$ cat config.mk
export PLATFORM = sky130hd
export DESIGN_NAME = iso_rx_context_control
export DESIGN_NICKNAME = d
export VERILOG_FILES = /design/src/hw/iso_rx_ctx_pkg.sv /design/src/hw/iso_rx_context_control.sv /design/src/hw/iso_rx_packet_check.sv
export VERILOG_INCLUDE_DIRS = /design/src /design/src/hw
export SDC_FILE = /design/constraint.sdc
export NUM_CORES = 1
export LEC_CHECK = 0
export BUFFER_PORTS_ARGS = -buffer_cell sky130_fd_sc_hd__buf_2
export CAP_MARGIN = 20
export CORE_MARGIN = 4
export CORE_UTILIZATION = 27
export DETAILED_ROUTE_END_ITERATION = 8
export GPL_TIMING_DRIVEN = 0
export MAX_ROUTING_LAYER = met4
export PLACE_DENSITY = 0.65
export SLEW_MARGIN = 40
export SYNTH_ARGS = -nofsm -noshare
export SYNTH_HDL_FRONTEND = slang
export SYNTH_SLANG_ARGS = --single-unit
$ cat constraint.sdc
create_clock -name clk -period 6 [get_ports clk]
set_input_delay 0.9 -clock clk [delete_from_list [all_inputs] [get_ports clk]]
set_output_delay 0.9 -clock clk [all_outputs]
set_load 0.1 [all_outputs]
$ cat src/hw/iso_rx_ctx_regs.svh
`ifndef ISO_RX_CTX_REGS_SVH
`define ISO_RX_CTX_REGS_SVH

// control register, set and clear views of context 0, stride per context
`define CTX_SET_OFFSET 12'h400
`define CTX_CLEAR_OFFSET 12'h404
`define CTX_STRIDE 12'h020

// control register field positions
`define FILL_BIT 31
`define ISO_HDR_BIT 30
`define CYC_EN_BIT 29
`define ALL_CH_BIT 28
`define SPLIT_BIT 27
`define RUN_BIT 15
`define WAKE_BIT 12
`define DEAD_BIT 11
`define ACTIVE_BIT 10
`define SPEED_MSB 7
`define SPEED_LSB 5
`define CODE_MSB 4
`define CODE_LSB 0

// reset value of the whole control word
`define CTRL_RESET 32'h0000_0000

// received speed codes
`define SPEED_100 3'h0
`define SPEED_200 3'h1
`define SPEED_400 3'h2

// completion codes
`define ACK_COMPLETE 5'h11
`define ACK_DATA_ERROR 5'h1D
`define EVT_LONG_PACKET 5'h03
`define EVT_OVERRUN 5'h05
`define EVT_DESCRIPTOR_READ 5'h06
`define EVT_DATA_WRITE 5'h08
`define EVT_UNKNOWN 5'h0E

`endif

$ cat src/hw/iso_rx_ctx_pkg.sv
package iso_rx_ctx_pkg;

  typedef enum logic [1:0] {
    ST_IDLE,
    ST_WAIT_CYCLE,
    ST_RUNNING,
    ST_HALTED
  } ctx_state_type;

  typedef struct packed {
    logic fill;
    logic iso_hdr;
    logic cyc_en;
    logic all_ch;
    logic split;
    logic run;
    logic wake;
    logic dead;
    logic active;
    logic [2:0] speed;
    logic [4:0] code;
  } ctrl_type;

  typedef struct packed {
    logic len_mismatch;
    logic crc_error;
    logic overrun;
    logic too_long;
  } pkt_status_type;

  typedef struct packed {
    logic desc_read;
    logic data_write;
    logic unknown;
  } dma_err_type;

endpackage : iso_rx_ctx_pkg

$ cat src/hw/iso_rx_context_control.sv
`timescale 1ns/1ps
`include "iso_rx_ctx_regs.svh"

module iso_rx_context_control
  import iso_rx_ctx_pkg::*;
#(
  parameter int CONTEXT_INDEX = 0,
  parameter int DATA_WIDTH = 32,
  parameter int CHANNELS = 64
) (
  input wire logic clk,
  input wire logic rst,
  // register port
  input wire logic [11:0] reg_addr,
  input wire logic reg_wr,
  input wire logic reg_rd,
  input wire logic [31:0] reg_wdata,
  output logic [31:0] reg_rdata,
  output logic reg_rvalid,
  // cycle timer and match register
  input wire logic cycle_start,
  input wire logic [12:0] bus_cycle_number,
  input wire logic [12:0] start_cycle_value,
  input wire logic [5:0] match_channel,
  input wire logic [CHANNELS-1:0] channel_mask,
  // received packet stream from the link
  input wire logic pkt_start,
  input wire logic [5:0] pkt_channel,
  input wire logic [2:0] pkt_speed,
  input wire logic pkt_data_valid,
  input wire logic pkt_second_portion,
  input wire logic [DATA_WIDTH-1:0] pkt_data,
  input wire logic pkt_end,
  input wire pkt_status_type pkt_status,
  // descriptor engine
  input wire logic desc_fetch,
  input wire dma_err_type dma_err,
  input wire logic buf_full,
  // outputs to the buffer writer
  output logic fetch_enable,
  output logic header_keep,
  output logic buf_wr,
  output logic head_wr,
  output logic tail_wr,
  output logic [DATA_WIDTH-1:0] wr_data,
  output logic pkt_commit,
  output logic pkt_backout,
  output logic buf_close,
  output ctrl_type ctrl_view
);

  localparam logic [11:0] SET_ADDR =
    12'(`CTX_SET_OFFSET + `CTX_STRIDE * CONTEXT_INDEX);
  localparam logic [11:0] CLEAR_ADDR =
    12'(`CTX_CLEAR_OFFSET + `CTX_STRIDE * CONTEXT_INDEX);

  ctrl_type ctl;
  ctrl_type next_ctl;
  ctx_state_type state;
  ctx_state_type next_state;

  logic in_pkt;
  logic next_in_pkt;
  logic [2:0] pkt_spd;
  logic [2:0] next_pkt_spd;
  logic next_buf_wr;
  logic next_head_wr;
  logic next_tail_wr;
  logic [DATA_WIDTH-1:0] next_wr_data;
  logic next_pkt_commit;
  logic next_pkt_backout;
  logic next_buf_close;
  logic [31:0] next_reg_rdata;
  logic next_reg_rvalid;

  logic set_hit;
  logic clr_hit;
  logic [31:0] wr_set;
  logic [31:0] wr_clr;
  logic busy;
  logic running;
  logic cycle_match;
  logic pkt_done;
  logic channel_hit;
  logic chk_backout;
  logic chk_fatal;
  logic [4:0] chk_code;
  logic [31:0] ctrl_word;

  assign set_hit = reg_wr && (reg_addr == SET_ADDR);
  assign clr_hit = reg_wr && (reg_addr == CLEAR_ADDR);
  assign wr_set = set_hit ? reg_wdata : 32'h0000_0000;
  assign wr_clr = clr_hit ? reg_wdata : 32'h0000_0000;

  // mode bits other than cyc_en are frozen from the moment run is seen until the context idles
  assign busy = ctl.run | ctl.active;
  assign running = (state == ST_RUNNING);
  assign cycle_match = cycle_start && (bus_cycle_number == start_cycle_value);
  assign pkt_done = in_pkt && pkt_end;

  iso_rx_packet_check #(
    .CHANNELS(CHANNELS)
  ) u_check (
    .pkt_channel(pkt_channel),
    .match_channel(match_channel),
    .channel_mask(channel_mask),
    .all_channel_mode(ctl.all_ch),
    .packed_fill_mode(ctl.fill),
    .pkt_status(pkt_status),
    .dma_err(dma_err),
    .channel_hit(channel_hit),
    .backout(chk_backout),
    .fatal(chk_fatal),
    .completion_code(chk_code)
  );

  // reserved ranges 26:16, 14:13 and 9:8 are tied low
  assign ctrl_word = {ctl.fill, ctl.iso_hdr, ctl.cyc_en, ctl.all_ch, ctl.split,
                      11'h000, ctl.run, 2'h0, ctl.wake, ctl.dead, ctl.active,
                      2'h0, ctl.speed, ctl.code};

  always_comb begin
    next_ctl = ctl;
    next_state = state;
    if (!busy) begin
      next_ctl.fill = (ctl.fill | wr_set[`FILL_BIT]) & ~wr_clr[`FILL_BIT];
      next_ctl.iso_hdr = (ctl.iso_hdr | wr_set[`ISO_HDR_BIT]) & ~wr_clr[`ISO_HDR_BIT];
      next_ctl.cyc_en = (ctl.cyc_en | wr_set[`CYC_EN_BIT]) & ~wr_clr[`CYC_EN_BIT];
      next_ctl.all_ch = (ctl.all_ch | wr_set[`ALL_CH_BIT]) & ~wr_clr[`ALL_CH_BIT];
      next_ctl.split = (ctl.split | wr_set[`SPLIT_BIT]) & ~wr_clr[`SPLIT_BIT];
    end
    if (next_ctl.split) begin
      next_ctl.fill = 1'b0;
      next_ctl.all_ch = 1'b0;
    end
    // only software moves run; reset is the device's only say
    next_ctl.run = (ctl.run | wr_set[`RUN_BIT]) & ~wr_clr[`RUN_BIT];
    // a software set in the fetch cycle survives the clear
    next_ctl.wake = (ctl.wake & ~desc_fetch) | wr_set[`WAKE_BIT];
    case (state)
      ST_IDLE: begin
        if (next_ctl.run) begin
          if (next_ctl.cyc_en) begin
            next_state = ST_WAIT_CYCLE;
          end else begin
            next_state = ST_RUNNING;
          end
        end
      end
      ST_WAIT_CYCLE: begin
        if (!next_ctl.run) begin
          next_state = ST_IDLE;
        end else if (cycle_match) begin
          next_state = ST_RUNNING;
        end
      end
      ST_RUNNING: begin
        if (!next_ctl.run) begin
          next_state = ST_IDLE;
        end else if (chk_fatal) begin
          next_state = ST_HALTED;
        end
      end
      ST_HALTED: begin
        if (!next_ctl.run) begin
          next_state = ST_IDLE;
        end
      end
      default: begin
        next_state = ST_IDLE;
      end
    endcase
    next_ctl.active = (next_state == ST_RUNNING);
    if (next_state == ST_RUNNING && state != ST_RUNNING) begin
      next_ctl.cyc_en = 1'b0;
    end
    // a fatal error in the cycle run drops keeps dead set
    if (running && chk_fatal) begin
      next_ctl.dead = 1'b1;
      next_ctl.code = chk_code;
    end else if (ctl.run && !next_ctl.run) begin
      next_ctl.dead = 1'b0;
    end
    if (pkt_done && !(running && chk_fatal)) begin
      next_ctl.speed = pkt_spd;
      next_ctl.code = chk_code;
    end
  end

  always_ff @(posedge clk) begin
    if (rst) begin
      // the reset word is register-wide; the struct takes only its low 17 bits
      ctl <= ctrl_type'($bits(ctrl_type)'(`CTRL_RESET));
      state <= ST_IDLE;
    end else begin
      ctl <= next_ctl;
      state <= next_state;
    end
  end

  always_comb begin
    next_in_pkt = in_pkt;
    next_pkt_spd = pkt_spd;
    next_buf_wr = 1'b0;
    next_head_wr = 1'b0;
    next_tail_wr = 1'b0;
    next_wr_data = wr_data;
    next_pkt_commit = 1'b0;
    next_pkt_backout = 1'b0;
    next_buf_close = 1'b0;
    if (!running) begin
      // a halt mid-packet drops the rest of that packet
      next_in_pkt = 1'b0;
    end else if (pkt_start && channel_hit) begin
      next_in_pkt = 1'b1;
      // the link carries 100, 200 or 400 as 000, 001 or 010
      next_pkt_spd = pkt_speed;
    end else if (in_pkt) begin
      if (pkt_data_valid) begin
        next_wr_data = pkt_data;
        if (ctl.split) begin
          next_head_wr = ~pkt_second_portion;
          next_tail_wr = pkt_second_portion;
        end else begin
          next_buf_wr = 1'b1;
        end
      end
      if (pkt_end) begin
        next_in_pkt = 1'b0;
        next_pkt_backout = chk_backout;
        next_pkt_commit = ~chk_backout;
        // packet-per-buffer closes on every packet, packed fill only when full
        next_buf_close = ~ctl.fill;
      end
    end
    if (running && ctl.fill && buf_full) begin
      next_buf_close = 1'b1;
    end
  end

  always_ff @(posedge clk) begin
    if (rst) begin
      in_pkt <= 1'b0;
      pkt_spd <= `SPEED_100;
      buf_wr <= 1'b0;
      head_wr <= 1'b0;
      tail_wr <= 1'b0;
      wr_data <= '0;
      pkt_commit <= 1'b0;
      pkt_backout <= 1'b0;
      buf_close <= 1'b0;
    end else begin
      in_pkt <= next_in_pkt;
      pkt_spd <= next_pkt_spd;
      buf_wr <= next_buf_wr;
      head_wr <= next_head_wr;
      tail_wr <= next_tail_wr;
      wr_data <= next_wr_data;
      pkt_commit <= next_pkt_commit;
      pkt_backout <= next_pkt_backout;
      buf_close <= next_buf_close;
    end
  end

  // both views read the same word; anything else reads zero
  always_comb begin
    next_reg_rvalid = reg_rd;
    next_reg_rdata = 32'h0000_0000;
    if (reg_rd && (reg_addr == SET_ADDR || reg_addr == CLEAR_ADDR)) begin
      next_reg_rdata = ctrl_word;
    end
  end

  always_ff @(posedge clk) begin
    if (rst) begin
      reg_rdata <= 32'h0000_0000;
      reg_rvalid <= 1'b0;
    end else begin
      reg_rdata <= next_reg_rdata;
      reg_rvalid <= next_reg_rvalid;
    end
  end

  assign fetch_enable = ctl.active;
  assign header_keep = ctl.iso_hdr;
  assign ctrl_view = ctl;

endmodule : iso_rx_context_control

$ cat src/hw/iso_rx_packet_check.sv
`timescale 1ns/1ps
`include "iso_rx_ctx_regs.svh"

module iso_rx_packet_check
  import iso_rx_ctx_pkg::*;
#(
  parameter int CHANNELS = 64
) (
  input wire logic [5:0] pkt_channel,
  input wire logic [5:0] match_channel,
  input wire logic [CHANNELS-1:0] channel_mask,
  input wire logic all_channel_mode,
  input wire logic packed_fill_mode,
  input wire pkt_status_type pkt_status,
  input wire dma_err_type dma_err,
  output logic channel_hit,
  output logic backout,
  output logic fatal,
  output logic [4:0] completion_code
);

  always_comb begin
    if (all_channel_mode) begin
      channel_hit = channel_mask[pkt_channel];
    end else begin
      channel_hit = (pkt_channel == match_channel);
    end
  end

  assign fatal = dma_err.desc_read | dma_err.data_write | dma_err.unknown;

  // packets with a length, CRC or overrun error in packed fill leave no trace in the buffer
  assign backout = packed_fill_mode &
    (pkt_status.len_mismatch | pkt_status.crc_error | pkt_status.overrun);

  always_comb begin
    if (dma_err.desc_read) begin
      completion_code = `EVT_DESCRIPTOR_READ;
    end else if (dma_err.data_write) begin
      completion_code = `EVT_DATA_WRITE;
    end else if (dma_err.unknown) begin
      completion_code = `EVT_UNKNOWN;
    end else if (packed_fill_mode) begin
      completion_code = `ACK_COMPLETE;
    end else if (pkt_status.overrun) begin
      completion_code = `EVT_OVERRUN;
    end else if (pkt_status.too_long) begin
      completion_code = `EVT_LONG_PACKET;
    end else if (pkt_status.len_mismatch | pkt_status.crc_error) begin
      completion_code = `ACK_DATA_ERROR;
    end else begin
      completion_code = `ACK_COMPLETE;
    end
  end

endmodule : iso_rx_packet_check

==> results.cfg <==
[run_status]
status = completed

[yosys]
synth-main-ff-cell = dfxtp_1
yosysWarnings = 0
yosys-top-cells-area = dfxtp_1 (39%), mux2i_1 (12%), nand2_1 (7.8%)
netlist_area_um2 = 4020
synth.largest_area_cell = dfxtp_1
synthDistinctLibCells = 51
synthArstFlopShare_pct = 0
synth_top_area_share_pct = 39.4
yosysSeqAreaShare_pct = 39.4
ys_seq_elements = 79
synth_edf_count = 0
syn-instance-count = 413
avgSynthCellArea_um2 = 9.73

[grt]
grt_overflow = 0
grt_usage_pct = 15.6
grt_max_degree = 17
grt_pass1_vias = 3832
grt_pass1_wl_mm = 19.5
antenna_found_initial = 3

[setup_path]
start_kind = input pin
cp.required_ns = 6.22
crit_arrival_ns = 2.99
crit_path_max_fanout = 10
crit_type = in2reg
crit_path_end_kind = flip-flop

[cts]
cts_setup_buffers = 0
cts_tree = done
cts_hold_buf = 0
cts_num_sinks = 79
clkTransAtPathRegs_ns = 0.07
cts-root-buf = clkbuf_16
cts_buffer_depth = 2
clk_latency_ns = 0.34
cts_resized = 0
htree_num_levels = 3
cts_buffers = 9

[floorplanning]
core_region_area_um2 = 14500
num_rows = 44
num_io_pins = 289
dieArea_um2 = 16900
die_x_um = 130
initial_utilization_pct = 27.7
die_h_um = 130

[pwr]
netSwitchingPower_uw = 346
p_int_uw = 898
p_seq_share_pct = 42.1
combPwrFrac_pct = 15.0
power_leakage_nw = 2.78
swShare_pct = 27.8
powerDensity_nw_per_um2 = 213
clock_power_share_pct = 42.8
max-vdd-ir-drop_mv = 0.126

[routing]
ant_nets = 0
vias = 3968
drc = 0
drtIter0Drc = 146
wirelength_mm = 13.4
via_per_inst = 4.53
routedWlPerCell_um = 15.3
firstDrtPassIters = 4

[placed_design]
place_area_um2 = 5530
dp_slack_ns = 2.86
numPortBuffers = 246
hpwlAfterDp_mm = 11.5
globalplace.congestion = 0.833

[finish]
finalInstanceArea_um2 = 5830
syn_to_final_growth_pct = 45.1
multi_input_area_um2 = 2170
final-seq-area_um2 = 1580
finish.utilization_pct = 40.1
drive_gt1_share_pct = 44.0
fill_cells = 1523
final_nets = 883

[timing]
min_period_over_period_pct = 46.1
setup_slack_ns = 3.23
finClkSkew_ns = 0.00788
max-slew-margin-rel_pct = 60.9
slew_viol_final = 0
final_hold_viol_count = 0
rsz0062_at_grt = false
min_period_ns = 2.77
setup_viol = 0
fmax_ghz = 0.361
fin_tns_setup_ns = 0
tightestPinTransition_ns = 0.583

[worst_hold_path]
hold_path_class = reg2reg

[run]
cap_violations = 0
-- path summary, 6_finish.rpt --
check | start | to | slack [ns] | cells past startpoint
setup / recovery | pkt_channel[0] | pkt_commit | 3.23 | 8
hold / removal | wr_data[6] | wr_data[6] | 0.45 | 2
setup reg to reg | ctrl_view[13] | pkt_spd[0] | 3.94 | 5
hold reg to reg | wr_data[6] | wr_data[6] | 0.45 | 2
-- logic make-up after synthesis --
kind of cell	share of synthesized area (%)
flip-flops	39.4
multiplexers	21.6
buffers and inverters	7.91
XOR/XNOR	4.14
AO/OA/AOI/OAI	5.29
other	0.0933
AND/OR/NAND/NOR	21.6
-- area by class of cell --
type | instances | share of cell area, %
tap | 184 | 3.95
clock inverter | 7 | 1.12
inverter | 6 | 0.386
clock buffer | 9 | 3.86
timing repair buffer | 246 | 21.1
sequential | 79 | 27.1
buffer | 39 | 5.06
antenna | 3 | 0.129
multi-input combinational | 303 | 37.3
-- worst max-delay path, cell delays in order --
cell	delay, ns
buf_2	0.14
buf_2	0.20
or3b_2	0.48
o2111ai_1	0.22
nor4_1	0.10
a32oi_1	0.42
nand2_1	0.17
nor4_1	0.35
-- metal layers --
metal	part of all wire [%]	track usage, %	up-vias
met3	7.7	2.99	17
met1	39	17.5	1813
met5	0	-	-
li1	-	-	1958
met4	1.5	3.73	0
met2	52	28.5	180
-- metrics by stage --
| stage | instances | hold WS [ns] | power [mW] |
|---|---|---|---|
| finish | 876 | 0.455 | 1.24 |
| global route | 873 | 0.473 | 1.29 |
| CTS | 873 | 0.456 | 1.26 |
| detailed placement | 857 | 0.444 | 0.725 |
| global placement | 857 | 0.440 | 0.723 |
| floorplan | 427 | 0.434 | 0.650 |
-- registers in the layout, indices dropped and copies added (netlist names) --
register	count
state	2
tail_wr	1
buf_wr	1
reg_rvalid	1
pkt_backout	1
fetch_enable	1
header_keep	1
ctrl_view	15
buf_close	1
head_wr	1
in_pkt	1
pkt_spd	3
pkt_commit	1
reg_rdata	17
wr_data	32
-- cell usage in the layout (no fill, tap or decap), types with 5 or more instances in the layout --
cell	netlist	layout
a21oi_1	10	10
conb_1	1	15
nand2_1	83	83
mux4_2	6	6
mux4_1	10	10
nor3_1	13	13
mux2i_1	47	47
clkbuf_16	0	9
buf_4	19	19
dfxtp_1	79	79
nor2_1	20	20
clkbuf_1	11	11
buf_2	4	250
and2_1	20	20
xnor2_1	15	15
inv_1	5	5
-- synthesized netlist by cell type (all sizes together) (2+ instances only) --
master / count
mux2i: 47
a21oi: 10
a211oi: 2
nand3: 4
nor4: 4
inv: 6
xnor2: 15
and2: 20
and4: 3
nand4: 5
nand2b: 4
nor3b: 2
clkbuf: 11
nor4b: 4
xor2: 4
dfxtp: 79
or3b: 2
nor3: 13
nor2: 21
o22ai: 2
nand2: 83
a22oi: 2
o21ai: 4
mux4: 16
o21bai: 2
nor2b: 3
buf: 28
a31oi: 2
or4: 2
-- power by group through the flow --
stage | Clock (mW) | Sequential (mW) | Combinational (mW)
2_1_floorplan | 0 | 0.539 | 0.111
3_3_place_gp | 0 | 0.537 | 0.187
3_5_place_dp | 0 | 0.537 | 0.188
4_1_cts | 0.549 | 0.524 | 0.189
5_1_grt | 0.569 | 0.524 | 0.202
6_report | 0.533 | 0.525 | 0.187
Note: power is estimated with default switching activity, not from simulation.
